==> config.mk <==
export PLATFORM = sky130hd
export DESIGN_NAME = port_pins
export DESIGN_NICKNAME = d
export VERILOG_FILES = /design/src/port_pkg.sv /design/src/rst_qual.sv /design/src/port_pins.sv
export SDC_FILE = /design/constraint.sdc
export NUM_CORES = 1
export LEC_CHECK = 0
export BUFFER_PORTS_ARGS = -buffer_cell sky130_fd_sc_hd__buf_2
export CORE_UTILIZATION = 35
export DETAILED_ROUTE_END_ITERATION = 10
export GPL_ROUTABILITY_DRIVEN = 0
export PLACE_DENSITY = 0.66
export SKIP_CTS_REPAIR_TIMING = 1
export SYNTH_ARGS = -nofsm -noshare
export SYNTH_HDL_FRONTEND = slang
export SYNTH_SLANG_ARGS = --single-unit
==> constraint.sdc <==
create_clock -name CLK_I -period 2.5 [get_ports CLK_I]
set_input_delay 0.5 -clock CLK_I [delete_from_list [all_inputs] [get_ports CLK_I]]
set_output_delay 0.5 -clock CLK_I [all_outputs]
set_load 0.05 [all_outputs]
==> src/port_pkg.sv <==
package port_pkg;

	localparam int PORT_W = 8;

	// Special port bit positions
	localparam int SP_RXD  = 0;
	localparam int SP_TXD  = 1;
	localparam int SP_IRQ0 = 2;
	localparam int SP_IRQ1 = 3;
	localparam int SP_CNT0 = 4;
	localparam int SP_CNT1 = 5;
	localparam int SP_WRS  = 6;
	localparam int SP_RDS  = 7;

	// Latch value after reset: all ones, pins weakly high
	localparam logic [7:0] LATCH_RST = 8'hFF;

	// Reset qualification: two machine cycles of twelve oscillator clocks
	localparam int MACH_CYC_CLKS = 12;
	localparam int RST_MACH_CYC  = 2;
	localparam int RST_HOLD_CLKS = MACH_CYC_CLKS * RST_MACH_CYC;
	localparam logic [4:0] RST_CNT_ZERO = 5'h00;
	localparam logic [4:0] RST_CNT_ONE  = 5'h01;

	// Upper port source select
	typedef enum logic [1:0] {
		UP_LATCH = 2'b00,
		UP_ADDR  = 2'b01
	} up_src_t;

	// Core side controls
	typedef struct packed {
		logic       ext_fetch;     // Fetch from external program memory
		logic       long_access;   // long_pointer_data_access in progress
		logic       short_access;  // short_pointer_data_access in progress
		logic [7:0] addr_hi;       // High address byte
		logic       txd;           // Serial transmit alternate output
		logic       wr_n;          // Write strobe alternate output
		logic       rd_n;          // Read strobe alternate output
		logic       cc3_out;       // Capture/compare channel 3 output
		logic       cc4_out;       // Capture/compare channel 4 output
	} core_ctl_t;

	// Pin drive for one port
	typedef struct packed {
		logic [7:0] out;     // Level driven when enabled
		logic [7:0] oe;      // Strong drive enable
		logic [7:0] pu;      // Weak pull-up active
	} pin_drv_t;

	// Decoded special port inputs
	typedef struct packed {
		logic rxd;
		logic irq0;
		logic irq1;
		logic cnt0;
		logic cnt1;
		logic cc3_in;
		logic cc4_in;
	} sp_in_t;

endpackage

==> src/rst_qual.sv <==
`timescale 1ns/1ps
module rst_qual #(
	parameter int HOLD = port_pkg::RST_HOLD_CLKS
) (
	input  wire logic clk_i,
	input  wire logic rst_pin_i,
	output logic      rst_o
);
	import port_pkg::*;

	typedef struct packed {
		logic       s1;
		logic       s2;
		logic [4:0] cnt;
		logic       rst;
	} rq_t;

	rq_t st_ff;
	rq_t nxt_st;

	// Pin passes two flops, then must hold high HOLD clocks
	always_comb begin
		nxt_st     = st_ff;
		nxt_st.s1  = rst_pin_i;
		nxt_st.s2  = st_ff.s1;
		if (!st_ff.s2) begin
			nxt_st.cnt = RST_CNT_ZERO;
			nxt_st.rst = 1'b0;
		end else if (st_ff.cnt != 5'(HOLD - 1)) begin
			nxt_st.cnt = st_ff.cnt + RST_CNT_ONE;
		end else begin
			nxt_st.rst = 1'b1;
		end
	end

	// State register; power up unknown settles within a few clocks
	always_ff @(posedge clk_i) begin
		st_ff <= nxt_st;
	end

	assign rst_o = st_ff.rst;

	// An unknown flag at power-up must not count as a rising edge
	hold_len_a: assert property (@(posedge clk_i) (st_ff.rst && !$past(st_ff.rst)) |-> $past(st_ff.s2, HOLD))
		else $error("reset asserted without full hold");
	short_pulse_a: assert property (@(posedge clk_i) !st_ff.s2 |=> !st_ff.rst)
		else $error("reset not released after pin low");
endmodule

==> src/port_pins.sv <==
`timescale 1ns/1ps
// Notes on behaviour
// - Two ports, eight independent bidirectional pins each, weak pull-ups.
// - Latch bit one gives weak high, pin readable as input.
// - External fetch or long pointer access puts high address on upper port.
// - Address ones are driven strongly high.
// - Short pointer access keeps upper port latch on the pins.
// - Special bit 0 serial receive, bit 1 serial transmit.
// - Special bits 2 and 3 feed external interrupts zero and one.
// - Bits 4/5 are timer count inputs and capture channels 3/4.
// - Bits 6/7 carry data memory write and read strobes.
// - Reset pin must stay high two machine cycles to reset.
module port_pins (
	input  wire logic              CLK_I,
	input  wire logic              RST_I,
	input  wire logic              UP_WE_I,
	input  wire logic [7:0]        UP_WDATA_I,
	input  wire logic              SP_WE_I,
	input  wire logic [7:0]        SP_WDATA_I,
	input  wire port_pkg::core_ctl_t CTL_I,
	input  wire logic [7:0]        UP_PIN_I,
	input  wire logic [7:0]        SP_PIN_I,
	output port_pkg::pin_drv_t     UP_DRV_O,
	output port_pkg::pin_drv_t     SP_DRV_O,
	output logic [7:0]             UP_RD_O,
	output logic [7:0]             SP_RD_O,
	output logic [7:0]             UP_LATCH_O,
	output logic [7:0]             SP_LATCH_O,
	output port_pkg::sp_in_t       SP_IN_O,
	output logic                   DEV_RST_O
);
	import port_pkg::*;

	typedef struct packed {
		logic [7:0] up_latch;   // upper_port_latch
		logic [7:0] sp_latch;   // special_port latch
		logic [7:0] up_s1;
		logic [7:0] up_s2;
		logic [7:0] sp_s1;
		logic [7:0] sp_s2;
		pin_drv_t   up_drv;
		pin_drv_t   sp_drv;
		sp_in_t     sp_in;
		logic       rst_d;      // Qualified reset one edge late
	} st_t;

	st_t     st_ff;
	st_t     nxt_st;
	logic    core_rst;
	up_src_t up_src;
	logic [7:0] sp_alt;

	// Reset pin qualification
	rst_qual #(
		.HOLD (RST_HOLD_CLKS)
	) u_rst_qual (
		.clk_i     (CLK_I),
		.rst_pin_i (RST_I),
		.rst_o     (core_rst)
	);

	// Quasi-bidirectional drive: zero strong low, one weak high
	function automatic pin_drv_t quasi(input logic [7:0] val);
		pin_drv_t d;
		d.out = 8'h00;
		d.oe  = ~val;
		d.pu  = val;
		return d;
	endfunction

	// Upper port source: address wins only for fetch or long access
	always_comb begin
		if (CTL_I.ext_fetch || CTL_I.long_access) begin
			up_src = UP_ADDR;
		end else begin
			up_src = UP_LATCH;
		end
	end

	// Alternate outputs; input-only functions idle high
	always_comb begin
		sp_alt          = 8'hFF;
		sp_alt[SP_TXD]  = CTL_I.txd;
		sp_alt[SP_CNT0] = CTL_I.cc3_out;
		sp_alt[SP_CNT1] = CTL_I.cc4_out;
		sp_alt[SP_WRS]  = CTL_I.wr_n;
		sp_alt[SP_RDS]  = CTL_I.rd_n;
	end

	// Next state: latches, pin synchronisers, drive and decode
	always_comb begin
		nxt_st       = st_ff;
		nxt_st.up_s1 = UP_PIN_I;
		nxt_st.up_s2 = st_ff.up_s1;
		nxt_st.sp_s1 = SP_PIN_I;
		nxt_st.sp_s2 = st_ff.sp_s1;
		nxt_st.rst_d = core_rst; // Port state holds reset values one edge after release
		if (UP_WE_I) begin
			nxt_st.up_latch = UP_WDATA_I;
		end
		if (SP_WE_I) begin
			nxt_st.sp_latch = SP_WDATA_I;
		end
		case (up_src)
			UP_ADDR: begin
				nxt_st.up_drv.out = CTL_I.addr_hi;
				nxt_st.up_drv.oe  = 8'hFF;
				nxt_st.up_drv.pu  = 8'h00;
			end
			UP_LATCH: begin
				nxt_st.up_drv = quasi(st_ff.up_latch);
			end
			default: begin
				nxt_st.up_drv = quasi(LATCH_RST);
			end
		endcase
		nxt_st.sp_drv       = quasi(st_ff.sp_latch & sp_alt);
		nxt_st.sp_in.rxd    = st_ff.sp_s2[SP_RXD];
		nxt_st.sp_in.irq0   = st_ff.sp_s2[SP_IRQ0];
		nxt_st.sp_in.irq1   = st_ff.sp_s2[SP_IRQ1];
		nxt_st.sp_in.cnt0   = st_ff.sp_s2[SP_CNT0];
		nxt_st.sp_in.cnt1   = st_ff.sp_s2[SP_CNT1];
		nxt_st.sp_in.cc3_in = st_ff.sp_s2[SP_CNT0];
		nxt_st.sp_in.cc4_in = st_ff.sp_s2[SP_CNT1];
		if (core_rst) begin
			nxt_st.up_latch = LATCH_RST;
			nxt_st.sp_latch = LATCH_RST;
			nxt_st.up_drv   = quasi(LATCH_RST);
			nxt_st.sp_drv   = quasi(LATCH_RST);
			nxt_st.sp_in    = '1;
		end
	end

	// State register
	always_ff @(posedge CLK_I) begin
		st_ff <= nxt_st;
	end

	// Outputs straight from flops
	assign UP_DRV_O   = st_ff.up_drv;
	assign SP_DRV_O   = st_ff.sp_drv;
	assign UP_RD_O    = st_ff.up_s2;
	assign SP_RD_O    = st_ff.sp_s2;
	assign UP_LATCH_O = st_ff.up_latch;
	assign SP_LATCH_O = st_ff.sp_latch;
	assign SP_IN_O    = st_ff.sp_in;
	assign DEV_RST_O  = core_rst;

	// Checks; port state lags the qualified reset by one edge, so checks wait that edge out
	addr_drive_a: assert property (@(posedge CLK_I) disable iff (core_rst || st_ff.rst_d)
		(CTL_I.ext_fetch || CTL_I.long_access) |=> (UP_DRV_O.oe == 8'hFF && UP_DRV_O.out == $past(CTL_I.addr_hi)))
		else $error("upper port not driving address");
	strong_one_a: assert property (@(posedge CLK_I) disable iff (core_rst || st_ff.rst_d)
		CTL_I.long_access |=> UP_DRV_O.pu == 8'h00)
		else $error("weak pull-up used for address");
	short_latch_a: assert property (@(posedge CLK_I) disable iff (core_rst || st_ff.rst_d)
		(CTL_I.short_access && !CTL_I.ext_fetch && !CTL_I.long_access)
		|=> UP_DRV_O.pu == $past(st_ff.up_latch))
		else $error("latch not kept on short access");
	weak_high_a: assert property (@(posedge CLK_I) disable iff (core_rst || st_ff.rst_d)
		(UP_DRV_O.pu & UP_DRV_O.oe) == 8'h00)
		else $error("pin both pulled and driven");
	alt_and_a: assert property (@(posedge CLK_I) disable iff (core_rst || st_ff.rst_d)
		1'b1 |=> SP_DRV_O.pu[SP_WRS] == ($past(st_ff.sp_latch[SP_WRS]) && $past(CTL_I.wr_n)))
		else $error("write strobe not gated by latch");
	txd_out_a: assert property (@(posedge CLK_I) disable iff (core_rst || st_ff.rst_d)
		1'b1 |=> SP_DRV_O.oe[SP_TXD] == !($past(st_ff.sp_latch[SP_TXD]) && $past(CTL_I.txd)))
		else $error("transmit pin wrong");
	irq_path_a: assert property (@(posedge CLK_I) disable iff (core_rst || st_ff.rst_d)
		1'b1 |=> ##2 SP_IN_O.irq0 == $past(SP_PIN_I[SP_IRQ0], 3))
		else $error("interrupt input latency wrong");
	latch_write_a: assert property (@(posedge CLK_I) disable iff (core_rst || st_ff.rst_d)
		UP_WE_I |=> UP_LATCH_O == $past(UP_WDATA_I))
		else $error("upper latch write lost");
	sp_latch_a: assert property (@(posedge CLK_I) disable iff (core_rst || st_ff.rst_d)
		SP_WE_I |=> SP_LATCH_O == $past(SP_WDATA_I))
		else $error("special latch write lost");

	// Upper port source selection and drive strength
	fetch_strong_a: assert property (@(posedge CLK_I) disable iff (core_rst || st_ff.rst_d)
		CTL_I.ext_fetch |=>
		(UP_DRV_O.pu == 8'h00 && UP_DRV_O.out == $past(CTL_I.addr_hi)))
		else $error("fetch address not strongly driven");
	up_quasi_a: assert property (@(posedge CLK_I) disable iff (core_rst || st_ff.rst_d)
		(!CTL_I.ext_fetch && !CTL_I.long_access) |=> UP_DRV_O.oe == ~$past(st_ff.up_latch))
		else $error("upper port not quasi driven from latch");

	// Pin read-back through the two synchroniser stages
	up_read_a: assert property (@(posedge CLK_I) disable iff (core_rst || st_ff.rst_d)
		UP_RD_O == $past(UP_PIN_I, 2))
		else $error("upper pin read-back wrong");
	sp_read_a: assert property (@(posedge CLK_I) disable iff (core_rst || st_ff.rst_d)
		SP_RD_O == $past(SP_PIN_I, 2))
		else $error("special pin read-back wrong");

	// Special port input functions, three clocks behind the pin
	rxd_path_a: assert property (@(posedge CLK_I) disable iff (core_rst || st_ff.rst_d)
		1'b1 |=> SP_IN_O.rxd == $past(SP_PIN_I[SP_RXD], 3))
		else $error("receive input latency wrong");
	irq_one_a: assert property (@(posedge CLK_I) disable iff (core_rst || st_ff.rst_d)
		1'b1 |=> SP_IN_O.irq1 == $past(SP_PIN_I[SP_IRQ1], 3))
		else $error("second interrupt input wrong");
	count_in_a: assert property (@(posedge CLK_I) disable iff (core_rst || st_ff.rst_d)
		1'b1 |=> (SP_IN_O.cnt0 == $past(SP_PIN_I[SP_CNT0], 3)
		&& SP_IN_O.cc4_in == $past(SP_PIN_I[SP_CNT1], 3)))
		else $error("count or capture input wrong");

	// Alternate outputs need their latch bit set
	rd_gate_a: assert property (@(posedge CLK_I) disable iff (core_rst || st_ff.rst_d)
		1'b1 |=> SP_DRV_O.pu[SP_RDS] == ($past(st_ff.sp_latch[SP_RDS]) && $past(CTL_I.rd_n)))
		else $error("read strobe not gated by latch");
	cc3_out_a: assert property (@(posedge CLK_I) disable iff (core_rst || st_ff.rst_d)
		1'b1 |=> SP_DRV_O.oe[SP_CNT0] == !($past(st_ff.sp_latch[SP_CNT0]) && $past(CTL_I.cc3_out)))
		else $error("capture channel output wrong");

	// Reset loads all ones into both latches and leaves the pins to the pull-ups
	rst_values_a: assert property (@(posedge CLK_I)
		core_rst |=> (UP_LATCH_O == LATCH_RST && SP_LATCH_O == LATCH_RST && SP_DRV_O.pu == LATCH_RST))
		else $error("reset values not loaded");

	addr_cov: cover property (@(posedge CLK_I) CTL_I.long_access ##1 UP_DRV_O.oe == 8'hFF);
	short_cov: cover property (@(posedge CLK_I) CTL_I.short_access && !CTL_I.long_access);
	rst_cov: cover property (@(posedge CLK_I) $rose(core_rst));
	strobe_cov: cover property (@(posedge CLK_I) !CTL_I.wr_n ##1 SP_DRV_O.oe[SP_WRS]);
	fetch_cov: cover property (@(posedge CLK_I) CTL_I.ext_fetch ##1 UP_DRV_O.pu == 8'h00);
endmodule

==> metrics <==
Setup crit start kind flop; sequential-to-total area share from yosys stat 0.7366; Crit path buffers/inverters 1; Starting Density 0.3705; CTS Sinks 101; crit path time final 1.526 ns; post-route cell area 3633 um2; post-synthesis cell area 2745 um2; area delta synth->final 32.36%; CTS tree yes; full die area 8201 um2; final hold vios 0; Total Routed Length 4.966 mm; # port buffers 130; ratio of cells with drive above 1 in the final layout 0.4441; GRT Total Usage 0.1259; Layout Cells excl Fill 457; setup TNS 0 ns; setup violators final 0; crit-path max cell delay 0.40 ns; worst-margin pin slew 0.6754 ns; ANT cells 0; cell family with most CP delay flip-flops; Max Clock Freq 0.6551 GHz; Worst VDD drop 0.3968 mV; critical-path cell list buf_2; core area 7408 um2; antenna violations before repair 0; vias in the first global route 1695; leakage 1.936 nW; Syn Area/Cell 12.48 um2; final hold slack 0.2395 ns; clk_skew 0.01197 ns; clk buf depth 2; WP data required 2.00 ns; Placed Cells 441; TritonRoute pass-1 iters 4; vias 1846; largest net degree at the start of global routing 23; period utilisation layout 0.6106; I/O pins 140; CTS clk-pin slew, worst paths 0.10 ns; Final nets 406; clock root buffer clkbuf_8; DRT iter0 DRCs 32; post-synth cell types 22; DRC viols 0; Critical Setup Path Class reg2out; Pwr Density 909.1 nW/um2; overall power 3.303 mW; max-slew violations 0; Die W 90.56 um; Die Span Y 90.56 um; row cnt 31; Critical Path Sink Type output port; placed cell area 3440 um2; first-pass GRT wire length 7.983 mm; Crit Path Max Fanout 4; Cells after Synth 220; grt total ovfl 0; Warnings, synthesis 0; total of max-cap violations 0; RSZ-0062 raised after global routing no; H-tree depth 3; Slowest cell on crit path dfxtp_1; vias per cell 4.039; Worst-Skew Late Latency 0.35 ns; Antenna Nets Post-Route 0; worst min path class in2reg; DP Wirelength 3.642 mm; max_slew headroom 0.5492; Num CTS Buffers 9; CP Data Arrival Time 1.03 ns; FF+latch count, synth 101; Routed WL per cell 10.87 um; status completed
## routing by layer
metal | track usage | part of all wire | up-vias
met5 | 0 | 0 | -
li1 | - | - | 930
met2 | 0.2071 | 0.46 | 96
met4 | 0.04704 | 0.015 | 0
met1 | 0.1457 | 0.43 | 811
met3 | 0.05219 | 0.089 | 9
## per-stage QoR
stage | setup slack (ns) | utilization
finish | 0.9735 | 0.4905
global placement | 1.114 | 0.4643
global route | 0.8861 | 0.4905
CTS | 0.9476 | 0.4905
floorplan | 1.106 | -
detailed placement | 1.113 | 0.4643
## power breakdown
group,switching (mW),internal (mW)
clock,0.556,0.407
combinational,0.446,0.131
sequential,0.0427,1.72
total,1.04,2.26
## path summary, 6_finish.rpt
check	cells past startpoint	to	slack [ns]	start
max reg2reg	4	u_rst_qual.st_ff[1]	1.29	u_rst_qual.st_ff[1]
min reg2reg	0	UP_RD_O[6]	0.33	nxt_st[78]
max	1	DEV_RST_O	0.97	u_rst_qual.rst_o
min	1	nxt_st[72]	0.24	UP_PIN_I[0]
## cells by family (layout without fill, tap and decap cells)
| logic type | after synthesis | in the layout | synth area share |
|---|---|---|---|
| xor gates and xnor gates | 3 | 3 | 0.009573 |
| adders and majority gates | 1 | 1 | 0.004557 |
| DFF | 101 | 101 | 0.7366 |
| muxes | 16 | 16 | 0.05834 |
| AOI/OAI and AO/OA | 12 | 12 | 0.02325 |
| and+or+nand+nor | 53 | 53 | 0.1016 |
| buffers and inverters | 33 | 164 | 0.06472 |
| other | 1 | 8 | 0.001366 |
## layout by cell type, fill, tap and decap left out, types with 2 or more instances in the layout
| cell type | count |
|---|---|
| nand3_1 | 3 |
| buf_2 | 130 |
| inv_1 | 17 |
| or2_2 | 8 |
| dfxtp_1 | 101 |
| and2_1 | 10 |
| nand2_1 | 27 |
| xnor2_1 | 2 |
| clkbuf_8 | 10 |
| nor2_2 | 2 |
| inv_6 | 2 |
| mux2i_1 | 16 |
| o21ai_0 | 2 |
| conb_1 | 8 |
| clkinv_4 | 2 |
| a21oi_1 | 8 |
## Yosys cell counts
library cell | number | area share
buf_2 | 4 | 0.0073
buf_4 | 11 | 0.030
inv_1 | 17 | 0.023
nand3_1 | 3 | 0.0055
nand4b_4 | 1 | 0.0087
nand2_1 | 27 | 0.037
or2_2 | 8 | 0.018
a31oi_1 | 1 | 0.0023
o21ai_0 | 2 | 0.0036
and3_2 | 1 | 0.0027
and2_1 | 10 | 0.023
nor2_2 | 2 | 0.0046
conb_1 | 1 | 0.0014
dfxtp_1 | 101 | 0.74
nand2b_1 | 1 | 0.0023
a21oi_1 | 8 | 0.015
ha_1 | 1 | 0.0046
a21boi_0 | 1 | 0.0027
mux2i_1 | 16 | 0.058
buf_6 | 1 | 0.0041
xor2_1 | 1 | 0.0032
xnor2_1 | 2 | 0.0064
## final cells by class
cell class,instances,area [um2]
clock buffers,10,137.6
clock inverters,6,56.30
fillers,702,3775
inverters,17,63.81
multi-input cells,93,571.8
flip-flops and latches,101,2022
well taps,99,123.9
repair buffers,131,658.1
## sequential cells by signal, summed over array words and instances, names as in the netlist
name and cells:
UP_DRV_O 24, SP_DRV_O 16, nxt_st 16, SP_LATCH_O 8, SP_RD_O 8, UP_LATCH_O 8, UP_RD_O 8, u_rst_qual.st_ff 6
SP_IN_O 5, u_rst_qual.nxt_st 1, u_rst_qual.rst_o 1
(Power assumes the default switching activity.)
